$ cat config.mk
export PLATFORM = sky130hd
export DESIGN_NAME = ivs_core
export DESIGN_NICKNAME = d
export VERILOG_FILES = /design/src/common/ivs_pkg.sv /design/src/ivs_core.sv
export SDC_FILE = /design/constraint.sdc
export NUM_CORES = 1
export LEC_CHECK = 0
export CORE_MARGIN = 3
export CORE_UTILIZATION = 54
export CTS_CLUSTER_DIAMETER = 100
export DETAILED_ROUTE_END_ITERATION = 10
export DONT_BUFFER_PORTS = 1
export PLACE_DENSITY_LB_ADDON = 0.08
export RECOVER_POWER = 50
export SYNTH_ARGS = -nofsm -noshare
export SYNTH_HDL_FRONTEND = slang
export SYNTH_SLANG_ARGS = --single-unit
$ cat constraint.sdc
create_clock -name sys_clk -period 2.92 [get_ports sys_clk]
set_clock_uncertainty 0.2 [all_clocks]
set_input_delay 0 -clock sys_clk [delete_from_list [all_inputs] [get_ports sys_clk]]
set_output_delay 0 -clock sys_clk [all_outputs]
set_load 0.01 [all_outputs]
$ cat src/common/ivs_pkg.sv
package ivs_pkg;
  // ****************************************************
  // Register indices (byte address = 4 * index)
  // ****************************************************
  localparam int          IVS_AW        = 18;
  localparam logic [15:0] IVS_IDX_PEND1 = 16'hFE04;
  localparam logic [15:0] IVS_IDX_PEND2 = 16'hFE05;
  localparam logic [15:0] IVS_IDX_PEND3 = 16'hFE06;
  localparam logic [15:0] IVS_IDX_EVST  = 16'hFE10;
  localparam logic [15:0] IVS_IDX_EVMSK = 16'hFE11;
  localparam logic [15:0] IVS_IDX_SRCEN = 16'hFE12;
  localparam logic [15:0] IVS_IDX_SPTR  = 16'hFE13;

  // ****************************************************
  // Sources, flags and vectors
  // ****************************************************
  // Source order: ext irq, ch0, ch1, wrap, keypad, converter
  localparam int          IVS_NSRC = 6;
  localparam logic [15:0] IVS_VEC [IVS_NSRC] =
    '{16'hFFFA, 16'hFFF6, 16'hFFF4, 16'hFFF2, 16'hFFE0, 16'hFFDE};
  localparam int          IVS_FLAG [IVS_NSRC] = '{1, 3, 4, 5, 14, 15};
  localparam logic [15:0] IVS_VEC_SWI = 16'hFFFC;
  localparam logic [15:0] IVS_SP_RST  = 16'h00FF;
  localparam logic [15:0] IVS_ONE16   = 16'h0001;
  localparam logic [5:0]  IVS_SRCEN_RST = 6'h3F;

  // ****************************************************
  // Byte counts and event bits
  // ****************************************************
  localparam logic [2:0] IVS_N_ENTRY = 3'h5;
  localparam logic [2:0] IVS_N_CALL  = 3'h2;
  localparam logic [2:0] IVS_CNT_ONE = 3'h1;
  localparam int         IVS_NEV     = 3;
  localparam int         IVS_EV_ENTRY = 0;
  localparam int         IVS_EV_CALL  = 1;
  localparam int         IVS_EV_PULL  = 2;

  typedef struct packed {
    logic [7:0] ccr;
    logic [7:0] a;
    logic [7:0] x;
    logic [7:0] pch;
    logic [7:0] pcl;
  } ivs_regs_t;

  typedef struct packed {
    logic        en;
    logic        we;
    logic [15:0] addr;
    logic [7:0]  wdata;
  } ivs_mem_t;

  typedef enum logic [1:0] {IVS_OP_ENTRY, IVS_OP_CALL, IVS_OP_RTI, IVS_OP_RTS} ivs_op_t;
endpackage

$ cat src/ivs_core.sv
// Contract
// - Converter vector low at FFDF, lowest priority
// - Timer wrap vector at FFF2/FFF3
// - Timer channel one vector at FFF4/FFF5
// - Channel zero at FFF6/FFF7, above channel one
// - Interrupt entry pushes exactly five bytes
// - Upper index byte never stacked
// - Subroutine call pushes two return bytes
// - Pointer decrements on push, increments on pull
// - Stack pointer is sixteen bits wide
// - Three pending status registers from FE04
`timescale 1ns/1ps
module ivs_core
  import ivs_pkg::*;
(
  // Clock and reset
  input  wire logic                  sys_clk,
  input  wire logic                  arst_n,
  // Avalon-MM slave
  input  wire logic [IVS_AW-1:0]     avs_address,
  input  wire logic                  avs_read,
  input  wire logic                  avs_write,
  input  wire logic [31:0]           avs_writedata,
  input  wire logic [3:0]            avs_byteenable,
  output logic [31:0]                avs_readdata,
  output logic                       avs_waitrequest,
  output logic                       irq,
  // Peripheral request levels
  input  wire logic [IVS_NSRC-1:0]   src_req,
  // Core side
  input  wire logic                  op_req,
  input  wire ivs_op_t               op_kind,
  input  wire logic                  op_swi,
  input  wire ivs_regs_t             op_regs,
  output logic                       op_busy,
  output logic                       op_done,
  output logic                       irq_pending,
  output logic [15:0]                vector_r,
  output ivs_regs_t                  pulled_r,
  output logic [15:0]                sp_r,
  // Stack RAM and vector memory, read data one cycle later
  output ivs_mem_t                   mem,
  input  wire logic [7:0]            mem_rdata
);

  // ****************************************************
  // Declarations
  // ****************************************************
  typedef enum logic [2:0] {
    ST_IDLE, ST_PUSH, ST_PULL, ST_PDONE, ST_VHI, ST_VLO, ST_VEND
  } ivs_st_t;

  ivs_st_t                state_r;
  ivs_op_t                kind_r;
  logic [2:0]             cnt_r;
  logic [39:0]            push_r;
  logic [15:0]            vaddr_r;
  logic                   rd_pend_r;
  logic [IVS_NEV-1:0]     ev_r;
  logic [IVS_NEV-1:0]     mask_r;
  logic [IVS_NEV-1:0]     ev_set;
  logic [5:0]             srcen_r;
  logic [15:0]            pend;
  logic [IVS_NSRC-1:0]    act;
  logic [15:0]            sel_vec;
  logic                   sel_any;
  logic                   ack_r;
  logic                   bus_req;
  logic                   bus_wr;
  logic [15:0]            idx;
  logic [31:0]            rd_mux;

  assign idx     = avs_address[17:2];
  assign bus_req = (avs_read | avs_write) & ~ack_r;
  // Writes land on the edge where waitrequest is low, as the master sees it
  assign bus_wr  = avs_write & ack_r;

  // ****************************************************
  // Pending sources and priority
  // ****************************************************
  assign act = src_req & srcen_r;

  // Map each source onto its flag number position
  always_comb begin
    pend = 16'h0000;
    for (int i = 0; i < IVS_NSRC; i++) begin
      pend[IVS_FLAG[i]] = act[i];
    end
  end

  // Scan from lowest priority up so the highest one wins
  always_comb begin
    sel_vec = IVS_VEC_SWI;
    sel_any = 1'b0;
    for (int i = IVS_NSRC - 1; i >= 0; i--) begin
      if (act[i]) begin
        sel_vec = IVS_VEC[i];
        sel_any = 1'b1;
      end
    end
  end

  assign irq_pending = sel_any;

  // ****************************************************
  // Sequencer
  // ****************************************************
  // Source is latched at entry start; later requests wait
  always_ff @(posedge sys_clk or negedge arst_n) begin
    if (!arst_n) begin
      state_r <= ST_IDLE;
      kind_r  <= IVS_OP_ENTRY;
      cnt_r   <= 3'h0;
      push_r  <= 40'h00_0000_0000;
      vaddr_r <= 16'h0000;
    end else begin
      unique case (state_r)
        ST_IDLE: begin
          if (op_req) begin
            kind_r <= op_kind;
            vaddr_r <= (op_swi | ~sel_any) ? IVS_VEC_SWI : sel_vec;
            push_r <= op_regs;
            unique case (op_kind)
              IVS_OP_ENTRY: begin
                cnt_r   <= IVS_N_ENTRY;
                state_r <= ST_PUSH;
              end
              IVS_OP_CALL: begin
                cnt_r   <= IVS_N_CALL;
                state_r <= ST_PUSH;
              end
              IVS_OP_RTI: begin
                cnt_r   <= IVS_N_ENTRY;
                state_r <= ST_PULL;
              end
              IVS_OP_RTS: begin
                cnt_r   <= IVS_N_CALL;
                state_r <= ST_PULL;
              end
            endcase
          end
        end
        ST_PUSH: begin
          // Low byte first: PCL, PCH, X, A, CCR
          push_r <= {8'h00, push_r[39:8]};
          cnt_r  <= cnt_r - IVS_CNT_ONE;
          if (cnt_r == IVS_CNT_ONE) begin
            state_r <= (kind_r == IVS_OP_ENTRY) ? ST_VHI : ST_IDLE;
          end
        end
        ST_PULL: begin
          cnt_r <= cnt_r - IVS_CNT_ONE;
          if (cnt_r == IVS_CNT_ONE) begin
            state_r <= ST_PDONE;
          end
        end
        ST_PDONE: state_r <= ST_IDLE;
        ST_VHI:   state_r <= ST_VLO;
        ST_VLO:   state_r <= ST_VEND;
        ST_VEND:  state_r <= ST_IDLE;
        default:  state_r <= ST_IDLE;
      endcase
    end
  end

  assign op_busy = (state_r != ST_IDLE);

  // Done pulses once per finished operation
  always_comb begin
    op_done = 1'b0;
    ev_set  = '0;
    if (state_r == ST_VEND) begin
      op_done = 1'b1;
      ev_set[IVS_EV_ENTRY] = 1'b1;
    end
    if (state_r == ST_PUSH && cnt_r == IVS_CNT_ONE && kind_r == IVS_OP_CALL) begin
      op_done = 1'b1;
      ev_set[IVS_EV_CALL] = 1'b1;
    end
    if (state_r == ST_PDONE) begin
      op_done = 1'b1;
      ev_set[IVS_EV_PULL] = 1'b1;
    end
  end

  // ****************************************************
  // Memory port
  // ****************************************************
  // Push writes at the pointer; pull reads one above it
  always_comb begin
    mem = '0;
    unique case (state_r)
      ST_PUSH: begin
        mem.en    = 1'b1;
        mem.we    = 1'b1;
        mem.addr  = sp_r;
        mem.wdata = push_r[7:0];
      end
      ST_PULL: begin
        mem.en   = 1'b1;
        mem.addr = sp_r + IVS_ONE16;
      end
      ST_VHI: begin
        mem.en   = 1'b1;
        mem.addr = vaddr_r;
      end
      ST_VLO: begin
        mem.en   = 1'b1;
        mem.addr = vaddr_r + IVS_ONE16;
      end
      default: mem = '0;
    endcase
  end

  // Read data arrives one cycle after the request
  always_ff @(posedge sys_clk or negedge arst_n) begin
    if (!arst_n) begin
      rd_pend_r <= 1'b0;
      vector_r  <= 16'h0000;
      pulled_r  <= '0;
    end else begin
      rd_pend_r <= mem.en & ~mem.we;
      if (rd_pend_r) begin
        if (state_r == ST_VLO || state_r == ST_VEND) begin
          vector_r <= {vector_r[7:0], mem_rdata};
        end else begin
          pulled_r <= {pulled_r[31:0], mem_rdata};
        end
      end
    end
  end

  // ****************************************************
  // Stack pointer
  // ****************************************************
  // Software writes are dropped while a sequence runs
  always_ff @(posedge sys_clk or negedge arst_n) begin
    if (!arst_n) begin
      sp_r <= IVS_SP_RST;
    end else if (state_r == ST_PUSH) begin
      sp_r <= sp_r - IVS_ONE16;
    end else if (state_r == ST_PULL) begin
      sp_r <= sp_r + IVS_ONE16;
    end else if (state_r == ST_IDLE && bus_wr && idx == IVS_IDX_SPTR) begin
      if (avs_byteenable[0]) sp_r[7:0] <= avs_writedata[7:0];
      if (avs_byteenable[1]) sp_r[15:8] <= avs_writedata[15:8];
    end
  end

  // ****************************************************
  // Register file
  // ****************************************************
  // Sticky events: a new event beats a same-cycle clear
  always_ff @(posedge sys_clk or negedge arst_n) begin
    if (!arst_n) begin
      ev_r <= '0;
    end else begin
      if (bus_wr && idx == IVS_IDX_EVST && avs_byteenable[0]) begin
        ev_r <= (ev_r & ~avs_writedata[IVS_NEV-1:0]) | ev_set;
      end else begin
        ev_r <= ev_r | ev_set;
      end
    end
  end

  // Mask and source enables
  always_ff @(posedge sys_clk or negedge arst_n) begin
    if (!arst_n) begin
      mask_r  <= '0;
      srcen_r <= IVS_SRCEN_RST;
    end else if (bus_wr && avs_byteenable[0]) begin
      if (idx == IVS_IDX_EVMSK) mask_r <= avs_writedata[IVS_NEV-1:0];
      if (idx == IVS_IDX_SRCEN) srcen_r <= avs_writedata[5:0];
    end
  end

  assign irq = |(ev_r & mask_r);

  // Read decode; unmapped indices read as zero
  always_comb begin
    rd_mux = 32'h0000_0000;
    unique case (idx)
      IVS_IDX_PEND1: rd_mux[7:0] = pend[8:1];
      IVS_IDX_PEND2: rd_mux[6:0] = pend[15:9];
      IVS_IDX_PEND3: rd_mux = 32'h0000_0000;
      IVS_IDX_EVST:  rd_mux[IVS_NEV-1:0] = ev_r;
      IVS_IDX_EVMSK: rd_mux[IVS_NEV-1:0] = mask_r;
      IVS_IDX_SRCEN: rd_mux[5:0] = srcen_r;
      IVS_IDX_SPTR:  rd_mux[15:0] = sp_r;
      default:       rd_mux = 32'h0000_0000;
    endcase
  end

  // One wait state on every access
  always_ff @(posedge sys_clk or negedge arst_n) begin
    if (!arst_n) begin
      ack_r        <= 1'b0;
      avs_readdata <= 32'h0000_0000;
    end else begin
      ack_r <= bus_req;
      if (avs_read && !ack_r) avs_readdata <= rd_mux;
    end
  end

  assign avs_waitrequest = (avs_read | avs_write) & ~ack_r;

endmodule

==> run metrics, run 1 <==
commonest non-fill, non-tap cell in the layout nand2_1; Synth Area per Inst 9.58 um2; area of the multi-input gates 0.00378 mm2; P_leak 4.30 nW; diode count 0; Min Hold Slack -935 ps; Reg area 0.00394 mm2; placed cell count 979; first-pass GRT wire length 36600 um; Primary FF master, synth dfrtp_1; Syn. warnings 0; aggregate global-route resource usage ~28%; sequential cell area fraction in the yosys report 48.8%; CTS Buf Count 17; CTS sink count 156; Area after DPL roughly 0.0081 mm2; failing checks negative hold slack; hold buffers post-CTS 115; final net count around 1100; total gr overflow 0; Final Util a little over two thirds; Tmin final 2880 ps; htree depth 4; PD cells 1070 mW/mm2; EDFF count, synth 0; fill cell count 1057; R2R cell count 6; flops & latches, synth 156; fmax 347 MHz; RSZ-0062 raised after global routing true; Ports ~250; Port Buffers 0; launch point of the worst reg-to-reg path state_r[2]; FF-to-FF setup slack approximately 90 ps; Final Cell Area 0.0100 mm2; CP Max Fanout 3; Clock Tree Root clkbuf_16; slew margin rel. 48.0%; Post-route DRC 0; WP data required 3020 ps; final worst path period share between 90% and 100%; CTS tree yes; Gate Count Post-Synth 838; status finished with violations; kind of critical path primary input to flop; Core Box Area 0.0142 mm2; clk slew on worst S/H paths about 60 ps; DP HPWL 14400 um; Starting Density 56.5%; die area 0.0164 mm2; Peak VDD IR 0.000693 V; Unique masters post-synth 66; Final ANT Viol Nets 0; max-cap viol count 0; Cell Area, Synth roughly 0.008 mm2; CP arrival approximately 3000 ps; pin count of the biggest net entering global routing 157; wire per inst around 20 um; commonest non-fill, non-tap cells in the layout nand2_1, dfrtp_1, dlygate4sd3_1; vias in the first global route 7110; HP Class primary input to async pin; capturing point of the worst reg2reg path sp_r[15]; routed vias a little over 7000; Die Y about 130 um; critical path capture point type flop; Routability Congestion 0.880; Final setup viols 0; drt total wl 23100 um; drt first pass iters 5; # rows 43; final hold vios 156; fin cells ~1100; DR iter-0 viols around 600; number of vias per cell 6.30; initial antenna violation count 0; Final Max Tran Viols 0; Tightest Pin Transition between 700 and 800 ps; Die Span X 128 um; Worst-Skew Late Latency 420 ps; layout cells sized above 1 17.0%; Clock Path Buffers 2; CP Launch Type primary input; P&R area growth vs syn 24.9%; Post-synth ARST share 100%
[worst max-delay path, stage by stage]
cell	delay (ps)
dlygate4sd3_1	590
nor4b_4	320
dlygate4sd3_1	600
nand4_1	230
nor3_4	310
mux2_2	370
dlygate4sd3_1	570
[cells in the mapped netlist (all sizes together), types with 3 or more instances]
| master | number | area share (%) |
|---|---|---|
| a22o | 15 | 1.6 |
| and2 | 13 | 1.0 |
| a21oi | 32 | 2.0 |
| inv | 13 | 0.61 |
| xnor2 | 4 | 0.44 |
| o21ai | 50 | 3.1 |
| a21o | 4 | 0.37 |
| mux2 | 65 | 9.1 |
| mux2i | 6 | 0.75 |
| o21a | 3 | 0.28 |
| o311ai | 3 | 0.33 |
| dfrtp | 142 | 44 |
| nand4 | 11 | 0.86 |
| a22oi | 7 | 0.65 |
| o22ai | 3 | 0.23 |
| o2bb2ai | 3 | 0.33 |
| ha | 4 | 0.62 |
| o211ai | 7 | 0.72 |
| or3b | 4 | 0.44 |
| and3 | 4 | 0.31 |
| xor2 | 5 | 0.55 |
| buf | 40 | 3.1 |
| a211oi | 3 | 0.28 |
| dfstp | 14 | 4.6 |
| clkbuf | 36 | 1.7 |
| nor2b | 5 | 0.39 |
| or3 | 4 | 0.31 |
| nand3 | 17 | 1.1 |
| nor3 | 23 | 1.6 |
| nand2 | 144 | 6.7 |
| nor2 | 60 | 2.8 |
| o31ai | 6 | 0.56 |
| a32o | 3 | 0.37 |
| nor3b | 3 | 0.28 |
| nand2b | 4 | 0.31 |
| nor4 | 7 | 0.55 |
| o221ai | 4 | 0.44 |
| a31oi | 40 | 3.1 |
[power breakdown]
group / internal (mW) / leakage [nW] / switching (mW) / total [mW]
Sequential: 3.11 / 1.89 / 1.12 / 4.22
Combinational: 1.78 / 2.10 / 2.27 / 4.05
Clock: 1.48 / 0.315 / 0.936 / 2.41
Total: 6.36 / 4.30 / 4.32 / 10.7
[through the flow]
step / setup slack, ps / setup TNS (ps) / power (mW)
2_1_floorplan: 603 / 0 / 6.88
3_3_place_gp: 477 / 0 / 7.72
3_5_place_dp: 448 / 0 / 7.89
4_1_cts: 7.39 / 0 / 10.6
5_1_grt: -15.6 / -21.4 / 11.4
6_report: 37.1 / 0 / 10.7
[flip-flops by register name (all words and copies together) (netlist names)]
name          flops
srcen_r           6
mask_r            3
rd_pend_r         1
ev_r              3
avs_readdata     16
pulled_r         40
ack_r             1
vector_r         16
sp_r             16
vaddr_r           6
cnt_r             3
push_r           40
kind_r            2
state_r           3
[layer usage]
metal	global-route usage (%)	up-vias	share of wire, %
met3	6.83	38	8.6
met2	46.0	374	50
met4	9.05	0	1.7
met5	0	-	0
li1	-	3193	-
met1	36.1	3547	40
[how the worst max path moves through the flow]
| stage | start | slack [ps] | cells after the start | end |
|---|---|---|---|---|
| 2_1_floorplan | sp_r[0] | 600 | 8 | sp_r[14] |
| 3_3_place_gp | sp_r[1] | 480 | 5 | mem[20] |
| 3_5_place_dp | sp_r[1] | 450 | 7 | sp_r[8] |
| 4_1_cts | sp_r[1] | 7 | 5 | mem[20] |
| 5_1_grt | sp_r[4] | -20 | 7 | sp_r[15] |
| 6_report | avs_address[5] | 40 | 7 | mask_r[2] |
[repair_timing]
action                                 in CTS  in global routing
setup endpoints to repair                   0                 17
endpoints found under the hold margin     272                156
gates resized for setup                     0                 15
buffers inserted                            0                  9
[logic make-up (layout without fill, tap and decap cells)]
group / after synthesis / after routing / synth area share [%]
AND/OR/NAND/NOR: 308 / 308 / 17.7
AO/OA/AOI/OAI: 199 / 199 / 16.2
flip-flops: 156 / 156 / 48.8
buffers and inverters: 89 / 191 / 5.41
multiplexers: 72 / 72 / 10.1
XOR/XNOR: 9 / 9 / 0.982
adder cells (fa/ha/maj): 4 / 4 / 0.623
other: 1 / 16 / 0.0467
[layout make-up]
| class | count | area share [%] |
|---|---|---|
| clock buffer | 18 | 4.38 |
| clock inverter | 14 | 2.07 |
| tap | 180 | 2.25 |
| sequential | 156 | 39.3 |
| timing repair buffer | 146 | 13.9 |
| inverter | 13 | 0.487 |
| multi-input combinational | 608 | 37.7 |
Power figures use the tool's default switching activity.
==> run 2, diff against run 1 <==
--- a/config.mk
+++ b/config.mk
@@ -5,6 +5,7 @@
 export SDC_FILE = /design/constraint.sdc
 export NUM_CORES = 1
 export LEC_CHECK = 0
+export CAP_MARGIN = 20
 export CORE_MARGIN = 3
 export CORE_UTILIZATION = 54
 export CTS_CLUSTER_DIAMETER = 100
==> constraint.sdc (replaced) <==
create_clock -name sys_clk -period 3.54 [get_ports sys_clk]
set_clock_uncertainty 0.2 [all_clocks]
set_input_delay 0 -clock sys_clk [delete_from_list [all_inputs] [get_ports sys_clk]]
set_output_delay 0 -clock sys_clk [all_outputs]
set_load 0.05 [all_outputs]
==> run metrics, run 2 (synthesis gave the netlist of run 1 again) <==
status finished with violations; failing checks negative hold slack; Min Hold Slack -925 ps (+9.79 ps); diode count 0 (unchanged); Clock Tree Root clkbuf_16; htree depth 4 (unchanged); fmax 309 MHz; CP peak stage delay 860 ps (+260 ps); final setup TNS 0 ps (unchanged); RSZ-0062 raised after global routing false; Final Max Tran Viols 0 (unchanged); Tightest Pin Transition 1160 ps (+385 ps); fin cells 1121 (-1.2%); Core Box Area 0.0142 mm2 (unchanged); DP HPWL 14400 um (+0.17%); initial antenna violation count 0 (unchanged); Ports 251 (unchanged); final worst path period share between 90% and 100%; Die Span X 128 um (unchanged); clk slew on worst S/H paths 60 ps (about the same); slew margin rel. 22.4% (-26 points); WP data required 3640 ps (+620 ps); HP Class primary input to async pin; CP Max Fanout 13 (+10); pin count of the biggest net entering global routing 157 (unchanged); hold buffers post-CTS 100 (-13%); Cell Chain, Critical Path ha_1, nand3_1, nor2_1, a21o_1, a41oi_1, o22a_1, dlygate4sd3_1; Routability Congestion 0.875 (-0.61%); FF-to-FF setup slack 300 ps (+210 ps); CTS sink count 156 (unchanged); Die Y 128 um (unchanged); routed vias 6966 (-2.6%); drt first pass iters 8 (+3); # rows 43 (unchanged); vias in the first global route 7007 (-1.4%); final net count 1049 (-1.2%); commonest non-fill, non-tap cell in the layout nand2_1; CP arrival 3340 ps (+350 ps); DR iter-0 viols 528 (-12%); total gr overflow 0 (unchanged); critical path capture point type flop; Tmin final 3240 ps; launch point of the worst reg-to-reg path sp_r[0]; die area 0.0164 mm2 (unchanged); capturing point of the worst reg2reg path sp_r[14]; Final setup viols 0 (unchanged); Peak VDD IR 0.000778 V (+12%); P&R area growth vs syn 22.2%; wire per inst 19.8 um (-2.4%); PD cells 1070 mW/mm2 (+0.81%); R2R cell count 7 (+1); first-pass GRT wire length 36100 um (-1.3%); P_leak 4.21 nW (-2.0%); commonest non-fill, non-tap cells in the layout nand2_1, dfrtp_1, dlygate4sd3_1; number of vias per cell 6.21 (-1.4%); placed cell count 990 (+1.1%); drt total wl 22200 um (-3.6%); CP Launch Type flop; Post-route DRC 0 (unchanged); Power Total 10.5 mW (-1.4%); Starting Density 56.5% (unchanged); layout cells sized above 1 16.9% (-0.066 points); Clock Path Buffers 2 (unchanged); Crit-path slowest cell dfstp_2; Port Buffers 0 (unchanged); CTS Buf Count 17 (unchanged); aggregate global-route resource usage 27.6% (-0.19 points); Largest regs pulled_r x40, push_r x40; Worst-Skew Late Latency 420 ps (about the same); final hold vios 156 (unchanged); kind of critical path flop to flop; Final ANT Viol Nets 0 (unchanged); max-cap viol count 0 (unchanged); CTS tree yes; fill cell count 1117 (+5.7%)
## run 2: worst max path at each step
stage          startpoint        to  slack (ps)  cells after the start
5_1_grt           sp_r[0]   sp_r[8]          30                      7
6_report          sp_r[0]  sp_r[14]         300                      7
3_3_place_gp      sp_r[0]   mem[20]         870                      7
2_1_floorplan     sp_r[2]   mem[15]          50                      5
3_5_place_dp   state_r[2]  sp_r[14]         770                      6
4_1_cts        state_r[2]  sp_r[14]         230                      7
## run 2: worst max-delay path, delay by kind of cell (launching register included)
kind            cells  cell delay, ps
buf+inv             1             560
fa+ha+maj           1             390
compound gates      3             520
simple gates        2             580
flops               1             860
## run 2: metrics by stage
stage / instance area (um2) / setup WS, ps / util (%)
final: 9810 / 299 / 69.1
after global routing: 9810 / 32.8 / 69.1
after CTS: 9810 / 231 / 69.1
after detailed placement: 8210 / 774 / 57.8
after global placement: 8210 / 868 / 57.8
after floorplan: 8090 / 54.2 / -
## run 2: metal layers
metal  vias to the layer above  share of wire [%]  global-route usage, %
li1                       3160                  -                      -
met1                      3395                 40                   36.2
met2                       366                 49                   44.8
met3                        45                9.3                   7.42
met4                         0                2.0                   9.05
met5                         -                  0                      0
## run 2: area by class of cell
| class | instances | area, um2 | area share [%] |
|---|---|---|---|
| tap | 180 | 225 | 2.30 |
| sequential | 156 | 3920 | 40.0 |
| clock inverter | 13 | 164 | 1.67 |
| clock buffer | 18 | 439 | 4.48 |
| inverter | 13 | 48.8 | 0.497 |
| multi-input combinational | 608 | 3760 | 38.3 |
| timing repair buffer | 133 | 1250 | 12.8 |
## run 2: timing repair
item                       CTS  global route
buffers inserted             0             0
hold endpoints to repair   270           156
setup endpoints to repair    0             1
resized for setup            0             1
## run 2: report_power, final
part	leakage, nW	total (mW)	internal, mW	switching, mW
Sequential	1.88	4.73	2.53	2.20
Combinational	2.04	3.95	1.56	2.39
Clock	0.293	1.86	1.13	0.736
